### src/design/sdp_pkg.sv
// Constants shared by the debug port system access register block.
// Assumes a 64 MHz port logic clock and an 8-bit register access path.
package sdp_pkg;
    // ------------------------------------------------------------
    // Register offsets
    // ------------------------------------------------------------
    localparam logic [3:0] OFS_RESET_REQUEST = 4'h8;
    localparam logic [3:0] OFS_CLOCK_SELECT = 4'h9;
    localparam logic [3:0] OFS_SYSTEM_CONTROL = 4'hA;
    localparam logic [3:0] OFS_SYSTEM_STATUS = 4'hB;
    localparam logic [3:0] OFS_CRC_STATUS = 4'hC;
    localparam logic [3:0] OFS_KEY_STATUS = 4'h7;

    // ------------------------------------------------------------
    // Codes, reset values and field positions
    // ------------------------------------------------------------
    localparam logic [7:0] RESET_CODE_ASSERT = 8'h59;
    localparam logic [7:0] RESET_CODE_RELEASE = 8'h00;
    localparam logic [1:0] CLKSEL_RESERVED = 2'h0;
    localparam logic [1:0] CLKSEL_16MHZ = 2'h1;
    localparam logic [1:0] CLKSEL_8MHZ = 2'h2;
    localparam logic [1:0] CLKSEL_4MHZ = 2'h3;
    localparam logic [1:0] CLKSEL_RESET = 2'h3;
    localparam logic [7:0] STATUS_RESET = 8'h01;
    localparam int BIT_CLOCK_REQUEST = 0;
    localparam int BIT_USER_ROW_COMMIT = 1;
    localparam int BIT_LOCKED = 0;
    localparam int BIT_USER_ROW_READY = 2;
    localparam int BIT_MEMORY_READY = 3;
    localparam int BIT_ASLEEP = 4;
    localparam int BIT_RESET_ACTIVE = 5;
    localparam int BIT_KEY_USER_ROW = 5;
    localparam logic [2:0] CRC_DISABLED = 3'h0;
    localparam logic [2:0] CRC_BUSY = 3'h1;
    localparam logic [2:0] CRC_GOOD = 3'h2;
    localparam logic [2:0] CRC_FAILED = 3'h4;

    // ------------------------------------------------------------
    // Port clock divider: half period in clk cycles, minus one
    // ------------------------------------------------------------
    localparam logic [3:0] DIV_16MHZ = 4'h1;
    localparam logic [3:0] DIV_8MHZ = 4'h3;
    localparam logic [3:0] DIV_4MHZ = 4'h7;
endpackage : sdp_pkg

### src/design/sdp_clk_div.sv
// Port clock generator: toggles a divided port clock at the chosen rate.
// Assumes a fast source clock; each toggle ends a half period of the port clock.
`timescale 1ns/1ps
`default_nettype none
module sdp_clk_div (
    // Clock and reset
    input wire logic clk_i,
    input wire logic rst_b_i,
    input wire logic ce_i,
    // Control
    input wire logic [1:0] sel_i,
    // Output
    output logic port_clk_o
);
    logic [3:0] cnt_q;
    logic [3:0] lim;
    logic port_clk_q;

    always_comb begin
        case (sel_i)
            sdp_pkg::CLKSEL_16MHZ: lim = sdp_pkg::DIV_16MHZ;
            sdp_pkg::CLKSEL_8MHZ: lim = sdp_pkg::DIV_8MHZ;
            // Reserved code falls back to the safe slow rate
            default: lim = sdp_pkg::DIV_4MHZ;
        endcase
    end

    always_ff @(posedge clk_i or negedge rst_b_i) begin
        if (!rst_b_i) begin
            cnt_q <= 4'h0;
            port_clk_q <= 1'b0;
        end else if (ce_i) begin
            if (cnt_q >= lim) begin
                cnt_q <= 4'h0;
                port_clk_q <= ~port_clk_q;
            end else begin
                cnt_q <= cnt_q + 4'h1;
            end
        end
    end

    assign port_clk_o = port_clk_q;
endmodule : sdp_clk_div
`default_nettype wire

### src/design/sdp_regs.sv
// System access registers of the single-wire debug port.
// Assumes the port instruction layer drives wr/rd strobes for one cycle
// and that system status inputs arrive asynchronously from system domain.
//
// How it works
// - Writing 0x59 asserts system reset; writing 0x00 releases it.
// - Requested system reset never resets this port logic.
// - Clock select codes 1,2,3 give 16, 8, 4 MHz; 0 reserved.
// - Clock select holds 3 after reset and after port enable.
// - Writing one to control bit 1 starts user-row commit to flash.
// - Commit bit is writable only after user-row key decoded.
// - Commit before data in RAM programs no user-row content.
// - Control bit 0 holds system clock request regardless of sleep.
// - Clock request clears whenever port is disabled.
// - Clock request sets when port enabled in programming mode.
// - Status bit 5 shows system reset active.
// - Reading system status clears reset-active bit.
// - Requested reset also shows in reset-active bit.
// - Status bit 4 shows system in idle or deeper sleep.
// - Status bit 3 shows memory programming may begin.
// - Status bit 2 shows user-row programming may begin.
// - Status bit 0 shows locked; resets to one, zero after erase.
// - CRC status field is one-hot: 0 off, 1 busy, 2 good, 4 bad.
// - Key status bit 5 sets once user-row key decoded.
`timescale 1ns/1ps
`default_nettype none
module sdp_regs #(
    parameter int ADDR_W = 4
) (
    // Clock and reset
    input wire logic clk_i,
    input wire logic rst_b_i,
    input wire logic ce_i,
    // Port state
    input wire logic port_enable_i,
    input wire logic prog_mode_i,
    input wire logic user_row_key_ok_i,
    // Register access
    input wire logic [ADDR_W-1:0] addr_i,
    input wire logic wr_i,
    input wire logic rd_i,
    input wire logic [7:0] wdata_i,
    output logic [7:0] rdata_o,
    // System domain status, asynchronous
    input wire logic sys_in_reset_i,
    input wire logic sys_asleep_i,
    input wire logic nvm_prog_ready_i,
    input wire logic urow_prog_ready_i,
    input wire logic sys_locked_i,
    input wire logic [2:0] crc_state_i,
    input wire logic urow_data_in_ram_i,
    // Controls to system
    output logic sys_reset_req_o,
    output logic sys_clock_req_o,
    output logic user_row_commit_o,
    output logic port_clk_o
);
    // Offsets of this block need four address bits
    if (ADDR_W < 4) begin : g_addr_w_check
        $error("ADDR_W must be at least 4");
    end

    // ------------------------------------------------------------
    // Synchronisers for system status
    // ------------------------------------------------------------
    localparam int SW = 8;
    logic [SW-1:0] meta_q;
    logic [SW-1:0] sync_q;
    logic [SW-1:0] raw;
    assign raw = {urow_data_in_ram_i, sys_in_reset_i, sys_asleep_i,
                  nvm_prog_ready_i, urow_prog_ready_i, sys_locked_i,
                  1'b0, 1'b0};

    always_ff @(posedge clk_i or negedge rst_b_i) begin
        if (!rst_b_i) begin
            meta_q <= 8'h01 << 2;
            sync_q <= 8'h01 << 2;
        end else if (ce_i) begin
            meta_q <= raw;
            sync_q <= meta_q;
        end
    end
    logic s_ram, s_rst, s_sleep, s_nvm, s_urow, s_lock;
    assign s_ram = sync_q[7];
    assign s_rst = sync_q[6];
    assign s_sleep = sync_q[5];
    assign s_nvm = sync_q[4];
    assign s_urow = sync_q[3];
    assign s_lock = sync_q[2];

    logic [2:0] crc_meta_q;
    logic [2:0] crc_q;
    always_ff @(posedge clk_i or negedge rst_b_i) begin
        if (!rst_b_i) begin
            crc_meta_q <= sdp_pkg::CRC_DISABLED;
            crc_q <= sdp_pkg::CRC_DISABLED;
        end else if (ce_i) begin
            crc_meta_q <= crc_state_i;
            crc_q <= crc_meta_q;
        end
    end

    function automatic logic hit(input logic [ADDR_W-1:0] a,
                                 input logic [3:0] ofs);
        hit = (a == ADDR_W'(ofs));
    endfunction : hit

    logic wr_rst, wr_sel, wr_ctl, rd_stat;
    assign wr_rst = ce_i && wr_i && hit(addr_i, sdp_pkg::OFS_RESET_REQUEST);
    assign wr_sel = ce_i && wr_i && hit(addr_i, sdp_pkg::OFS_CLOCK_SELECT);
    assign wr_ctl = ce_i && wr_i && hit(addr_i, sdp_pkg::OFS_SYSTEM_CONTROL);
    assign rd_stat = ce_i && rd_i && hit(addr_i, sdp_pkg::OFS_SYSTEM_STATUS);

    // Port enable edge, same clock domain
    logic en_q;
    always_ff @(posedge clk_i or negedge rst_b_i) begin
        if (!rst_b_i) en_q <= 1'b0;
        else if (ce_i) en_q <= port_enable_i;
    end
    logic en_rise;
    assign en_rise = port_enable_i && !en_q;

    // ------------------------------------------------------------
    // Reset request register
    // ------------------------------------------------------------
    // Only rst_b_i, port disable and a 0x00 write clear it; the system reset driven
    // from here never reaches this logic.
    logic [7:0] reset_req_q;
    always_ff @(posedge clk_i or negedge rst_b_i) begin
        if (!rst_b_i) begin
            reset_req_q <= sdp_pkg::RESET_CODE_RELEASE;
        end else if (ce_i) begin
            if (!port_enable_i) begin
                reset_req_q <= sdp_pkg::RESET_CODE_RELEASE;
            end else if (wr_rst && (wdata_i == sdp_pkg::RESET_CODE_ASSERT
                         || wdata_i == sdp_pkg::RESET_CODE_RELEASE)) begin
                reset_req_q <= wdata_i;
            end
        end
    end
    assign sys_reset_req_o = (reset_req_q == sdp_pkg::RESET_CODE_ASSERT);

    // ------------------------------------------------------------
    // Clock select register
    // ------------------------------------------------------------
    logic [1:0] clk_sel_q;
    always_ff @(posedge clk_i or negedge rst_b_i) begin
        if (!rst_b_i) begin
            clk_sel_q <= sdp_pkg::CLKSEL_RESET;
        end else if (ce_i) begin
            if (!port_enable_i || en_rise) begin
                clk_sel_q <= sdp_pkg::CLKSEL_RESET;
            end else if (wr_sel) begin
                clk_sel_q <= wdata_i[1:0];
            end
        end
    end

    sdp_clk_div u_div (
        .clk_i(clk_i),
        .rst_b_i(rst_b_i),
        .ce_i(ce_i),
        .sel_i(clk_sel_q),
        .port_clk_o(port_clk_o)
    );

    // ------------------------------------------------------------
    // System control register
    // ------------------------------------------------------------
    logic clk_req_q;
    always_ff @(posedge clk_i or negedge rst_b_i) begin
        if (!rst_b_i) begin
            clk_req_q <= 1'b0;
        end else if (ce_i) begin
            if (!port_enable_i) begin
                clk_req_q <= 1'b0;
            end else if (en_rise && prog_mode_i) begin
                clk_req_q <= 1'b1;
            end else if (wr_ctl) begin
                clk_req_q <= wdata_i[sdp_pkg::BIT_CLOCK_REQUEST];
            end
        end
    end
    assign sys_clock_req_o = clk_req_q;

    // One-cycle commit pulse, only with key and with data already in RAM
    logic commit_q;
    logic commit_wr;
    assign commit_wr = wr_ctl && port_enable_i && user_row_key_ok_i
                       && wdata_i[sdp_pkg::BIT_USER_ROW_COMMIT];
    always_ff @(posedge clk_i or negedge rst_b_i) begin
        if (!rst_b_i) commit_q <= 1'b0;
        else if (ce_i) commit_q <= commit_wr && s_ram;
    end
    assign user_row_commit_o = commit_q;

    // ------------------------------------------------------------
    // System status: sticky reset-active, cleared on read
    // ------------------------------------------------------------
    logic rst_seen_q;
    logic rst_now;
    assign rst_now = s_rst || sys_reset_req_o;
    always_ff @(posedge clk_i or negedge rst_b_i) begin
        if (!rst_b_i) begin
            rst_seen_q <= 1'b0;
        end else if (ce_i) begin
            if (rst_now) rst_seen_q <= 1'b1; // Set wins over read clear
            else if (rd_stat) rst_seen_q <= 1'b0;
        end
    end

    logic [7:0] status;
    always_comb begin
        status = 8'h00;
        status[sdp_pkg::BIT_RESET_ACTIVE] = rst_seen_q;
        status[sdp_pkg::BIT_ASLEEP] = s_sleep;
        status[sdp_pkg::BIT_MEMORY_READY] = s_nvm;
        status[sdp_pkg::BIT_USER_ROW_READY] = s_urow;
        status[sdp_pkg::BIT_LOCKED] = s_lock;
    end

    // ------------------------------------------------------------
    // Read data, registered
    // ------------------------------------------------------------
    logic [7:0] rdata_q;
    always_ff @(posedge clk_i or negedge rst_b_i) begin
        if (!rst_b_i) begin
            rdata_q <= 8'h00;
        end else if (ce_i && rd_i) begin
            if (hit(addr_i, sdp_pkg::OFS_RESET_REQUEST))
                rdata_q <= reset_req_q;
            else if (hit(addr_i, sdp_pkg::OFS_CLOCK_SELECT))
                rdata_q <= {6'h00, clk_sel_q};
            else if (hit(addr_i, sdp_pkg::OFS_SYSTEM_CONTROL))
                rdata_q <= {7'h00, clk_req_q};
            else if (hit(addr_i, sdp_pkg::OFS_SYSTEM_STATUS))
                rdata_q <= status;
            else if (hit(addr_i, sdp_pkg::OFS_CRC_STATUS))
                rdata_q <= {5'h00, crc_q};
            else if (hit(addr_i, sdp_pkg::OFS_KEY_STATUS))
                rdata_q <= 8'(user_row_key_ok_i)
                           << sdp_pkg::BIT_KEY_USER_ROW;
            else
                rdata_q <= 8'h00;
        end
    end
    assign rdata_o = rdata_q;
endmodule : sdp_regs
`default_nettype wire

### config.mk
export PLATFORM = sky130hd
export DESIGN_NAME = sdp_regs
export DESIGN_NICKNAME = d
export VERILOG_FILES = /design/src/design/sdp_pkg.sv /design/src/design/sdp_clk_div.sv /design/src/design/sdp_regs.sv
export SDC_FILE = /design/constraint.sdc
export NUM_CORES = 1
export LEC_CHECK = 0
export BUFFER_PORTS_ARGS = -buffer_cell sky130_fd_sc_hd__buf_2
export CORE_MARGIN = 5
export CORE_UTILIZATION = 58
export CTS_CLUSTER_DIAMETER = 50
export CTS_CLUSTER_SIZE = 16
export DETAILED_ROUTE_END_ITERATION = 8
export GPL_TIMING_DRIVEN = 0
export PLACE_DENSITY = 0.81
export SLEW_MARGIN = 20
export SYNTH_ARGS = -nofsm -noshare
export SYNTH_HDL_FRONTEND = slang
export SYNTH_SLANG_ARGS = --single-unit
### constraint.sdc
create_clock -name clk_i -period 3.8 [get_ports clk_i]
set_input_delay 0.19 -clock clk_i [delete_from_list [all_inputs] [get_ports clk_i]]
set_output_delay 0.19 -clock clk_i [all_outputs]
set_load 0.02 [all_outputs]
== After elaboration in Yosys (flattened, before gate mapping) ==
Index checks and enable logic that the tools add are counted.
Storage, ports and cells
  register bits after elaboration: 45
  input bits: 29
  output and inout bits: 12
  word-level logic and storage cells: 71
Cells by class
  add/subtract/negate cells: 1
  order comparisons: 1
  equal/unequal tests: 12
  multiplexer cells: 17
  bitwise logic cells: 1
  reductions and logical operators: 26
Operator list (count)
  two-way mux 6 bit: 5
  two-way mux 8 bit: 3
  == test 4 bit (second input constant): 5
  == test 8 x 7 -> 1 bit (second input constant): 2
  logical AND 1 bit: 13
  AND reduction 2 bit: 5
  logical NOT 8 bit: 1
  one-hot mux 3 bit (2 select lines): 1
  two-way mux 1 bit: 5
  adder 4 x 1 -> 4 bit (second input constant): 1
  == test 4 x 3 -> 1 bit (second input constant): 1
  greater-or-equal comparator 4 x 3 -> 1 bit: 1
  two-way mux 2 bit: 2
  two-way mux 4 bit: 1
  nonzero test 2 bit: 2
  logical OR 1 bit: 3
  inequality test 3 x 1 -> 1 bit (second input constant): 1
  == test 2 x 1 -> 1 bit (second input constant): 1
  == test 2 bit (second input constant): 1
  logical NOT 1 bit: 2
  inequality test 2 x 1 -> 1 bit (second input constant): 1
  NOT 1 bit: 1

== Longest topological paths before layout ==
  word-level depth: 7
  mapped depth: 7

== Cells and area by module ==
From an unflattened synthesis, not the netlist that was laid out.
Unflattened totals
  cells, all modules: 190
  area total of the unflattened synthesis: 2153.3 µm²
Modules (own cells, without submodules)
  sdp_regs: times used 1, cells each 162, area each 1854.3 µm²
  sdp_clk_div: times used 1, cells each 28, area each 299.0 µm²

== Worst setup path after synthesis ==
OpenSTA, ideal clock, no wires.
  path kind: reg-to-reg
  start: reg clk_sel_q[1]
  end: reg u_div.cnt_q[2]
  library setup time: 0.064 ns
  arrival: 1.730 ns
  required time: 3.736 ns
  path slack: 2.006 ns
  cell stages (with the launch flop): 8
  buffers on the path: 0
  cell sequence: dfstp_2 -> inv_1 -> ha_1 -> ha_1 -> a21o_1 -> a211o_1 -> o21ai_0 -> a21o_1
Between the ends
  word-level cells in the longest chain between the ends: 4
RTL lines
  from (decl): RTL line sdp_regs.sv:146  | logic [1:0] clk_sel_q;
  from (signal assigned): RTL line sdp_regs.sv:149  | clk_sel_q <= sdp_pkg::CLKSEL_RESET;
  from (signal assigned): RTL line sdp_regs.sv:152  | clk_sel_q <= sdp_pkg::CLKSEL_RESET;
  from (signal assigned): RTL line sdp_regs.sv:154  | clk_sel_q <= wdata_i[1:0];
  == test 2 bit / == test 2 x 1 -> 1 bit (equally long branches): RTL line sdp_clk_div.sv:20  | case (sel_i)
  one-hot mux 3 bit (2 select lines) (*): RTL line sdp_clk_div.sv:20
  greater-or-equal comparator 4 x 3 -> 1 bit (*): RTL line sdp_clk_div.sv:33  | if (cnt_q >= lim) begin
  two-way mux 4 bit (*): RTL line sdp_clk_div.sv:33
  to (signal assigned): RTL line sdp_clk_div.sv:37  | cnt_q <= cnt_q + 4'h1;
  to (decl): RTL line sdp_clk_div.sv:15  | logic [3:0] cnt_q;
Mark *: on every way between the ends. The rest lies on a longest branch, timed or not.
A chain may end at the register's enable or synchronous reset.

== Final worst setup path ==
Same ends and word-level chain as after synthesis.

==> summary.txt <==
Cells and area
  – Area Overhead vs Synth: 17.78%
  – Diode count: 0
  – Commonest cells after routing, fill and taps aside: buf_2 (42), dfrtp_1 (41), nand2_1 (23)
  – # fillers: 294
  – Commonest non-fill, non-tap cell in the layout: buf_2
  – Nets: 269
  – Share of layout cells above drive strength 1: 35.02%
  – Fin util: 69.19%

Pwr
  – NetSw: 0.0002917 W
  – Leak pwr: 1.177 nW
  – Clock power share: 28.4%
  – Max rail drop VDD: 295.5 uV
  – Switching share of power: 27.46%
  – Pwr Density: 425.7 nW/um2
  – Int Pwr: 0.0007704 W
  – Flop pwr share: 53.9%
  – Comb pwr share: 17.7%

STA
  – Max-slew violations: 0
  – Worst-Margin Slew: 0.5511 ns
  – Post-route setup TNS: 0 ns
  – Final Hold Vio Count: 0
  – Worst slew margin: 62.74%
  – Min Clock Period, post-route: 1.970 ns
  – Setup clock skew after layout: 0.006208 ns
  – Achievable clock frequency: 507.6 MHz
  – Final period util: 51.84%
  – Unrepaired setup endpoints after global routing: no
  – # setup viols final: 0

Synth
  – EDFF count, synth: 0
  – Yosys warns: 0
  – Cell count after synthesis: 189
  – Asr flop ratio synth: 100.0%
  – Syn Nets: 222
  – Mapped Avg Cell Area: 11.21 um2
  – Yosys reg bits: 45
  – Post-synth top area share: 48.43%
  – Dominant cell type by area after synthesis: dfrtp_1
  – Top_reg_cell synth: dfrtp_1
  – Distinct cells, synth: 43
  – Synthesized cell area: 2118 um2
  – Sequential area share after synthesis: 53.40%
  – Area contributors post-synth: dfrtp_1 (48%), mux2_2 (11%), dfstp_2 (5.0%)

Clock network
  – Clk root buf: clkbuf_8
  – Postcts setup bufs: 0
  – CTS buffer count: 5
  – Clk sinks: 45
  – Resized Gates After CTS: 0
  – Clock latency on the worst-skew pair: 0.29 ns
  – # hold bufs at CTS: 0
  – CTS tree: yes
  – Clk slew on worst S/H paths: 0.08 ns
  – H-Tree Level Count: 2
  – CTS Buffer Depth: 2

Detailed routing
  – Wire per inst: 14.98 um
  – 1st-iter DRT viols: 109
  – Via/cell ratio: 5.502
  – DRT antenna net count: 0
  – Drt first pass iters: 4
  – DRC Markers: 0
  – Routed WL: 4269 um
  – Via Count: 1568

Global routing
  – Total GRT Usage: 18.54%
  – Number of global-route vias before repair: 1566
  – Initial antenna violation count: 0
  – GR Overflow Total: 0
  – First-pass GRT wire length: 7265 um
  – Largest net degree at the start of global routing: 46

Worst setup path
  – CP max FO: 6
  – Kind of critical path: flip-flop to flip-flop
  – Critical Path, Cell by Cell: inv_1 -> ha_1 -> ha_1 -> a21o_1 -> a211o_1 -> o21ai_0 -> a21o_1
  – Cell family with most CP delay: compound AO/OA/AOI/OAI gates
  – Worst Path Required: 4.03 ns
  – Slowest library cell on the worst path: dfstp_2
  – Delay of the slowest critical-path stage: 0.53 ns
  – Startpoint Class: flip-flop
  – Crit path buffers/inverters: 1
  – CP arrival: 2.20 ns
  – Critical Path End Type: flip-flop

Worst hold path
  – Worst hold path type: primary input to flip-flop

Floorplanning
  – Placement Rows: 22
  – Chip height: 70.44 um
  – CORE AREA: 3606 um2
  – Initial Util: 58.74%
  – Ports: 41
  – Chip width: 70.44 um
  – Die area: 4961 um2

Placed design
  – Port Buffer Count: 38
  – DP HPWL: 3245 um
  – GPL Wtd Cong: 0.8456

Run
  – Max Cap Viol: 0

Status
  – Status: completed
## synth_stat cells, drive strengths merged, types with 5 or more instances
master,number
nor2b,5
nand2,23
buf,8
o21ai,17
inv,8
a21oi,5
nand3,5
mux2,21
dfrtp,41
## sequential cells by signal (all words and copies together) (netlist names)
name,cells
crc_meta_q,3
reset_req_q,8
sys_clock_req_o,1
user_row_commit_o,1
rst_seen_q,1
crc_q,3
en_q,1
clk_sel_q,2
meta_q,6
u_div.port_clk_o,1
u_div.cnt_q,4
rdata_o,8
sync_q,6
## final cells by class
cell class                      instances  area (um2)  share of cell area [%]
Timing Repair Buffer                   40       220.2                   8.826
Multi-Input combinational cell        126       892.1                   35.76
Inverter                                8       30.03                   1.204
Clock inverter                          2       13.76                  0.5517
Sequential cell                        45        1131                   45.34
Tap cell                               48       60.06                   2.407
Clock buffer                            6       82.58                   3.310
Buffer                                 10       65.06                   2.608
## power by group through the flow
stage          Clock (W)  Sequential (W)  Combinational [W]
6_report        0.000302        0.000573           0.000188
5_1_grt         0.000334        0.000581           0.000212
4_1_cts         0.000312        0.000572           0.000185
3_5_place_dp           0        0.000582           0.000186
3_3_place_gp           0        0.000580           0.000179
2_1_floorplan          0        0.000584           0.000112
## metal layers
metal	GRT usage, %	vias up	wire length [um]
met1	24.37	746	1914
met2	28.27	38	2044
met5	0	-	0
met4	9.787	0	108
met3	4.317	10	201
li1	-	774	-
## worst paths after layout
path | slack, ns | to | start | cells past startpoint
setup / recovery | 1.83 | u_div.cnt_q[2]$_DFFE_PN0P_ | clk_sel_q[1]$_DFFE_PN1P_ | 7
hold / removal | 0.12 | meta_q[3]$_DFFE_PN0P_ | urow_prog_ready_i | 2
setup reg to reg | 1.83 | u_div.cnt_q[2]$_DFFE_PN0P_ | clk_sel_q[1]$_DFFE_PN1P_ | 7
hold reg to reg | 0.48 | u_div.port_clk_o$_DFFE_PN0P_ | u_div.port_clk_o$_DFFE_PN0P_ | 1
max in group asynchronous | 2.94 | sync_q[2]$_DFFE_PN1P_ | rst_b_i | 3
min in group asynchronous | 0.32 | rdata_o[1]$_DFFE_PN0N_ | rst_b_i | 2
## cell families after synthesis
kind of cell    after synthesis  share of synthesized area [%]
compound gates               39                          11.69
flops                        45                          53.40
buf+inv                      18                          4.489
mux                          22                          11.64
xor+xnor                      1                         0.4135
simple gates                 60                          16.01
fa+ha+maj                     4                          2.363
## stage by stage
stage	setup slack (ns)	std cells	instance area, um2	hold WS, ns	total power, W
finish	1.830	285	2495	0.1216	0.001062
global route	1.687	285	2495	0.1190	0.001126
CTS	1.841	283	2465	0.08394	0.001069
detailed placement	1.860	275	2369	0.4033	0.0007671
global placement	1.907	275	2369	0.3918	0.0007583
floorplan	2.006	189	2118	-0.1056	0.0006961
Power figures use the tool's default switching activity.
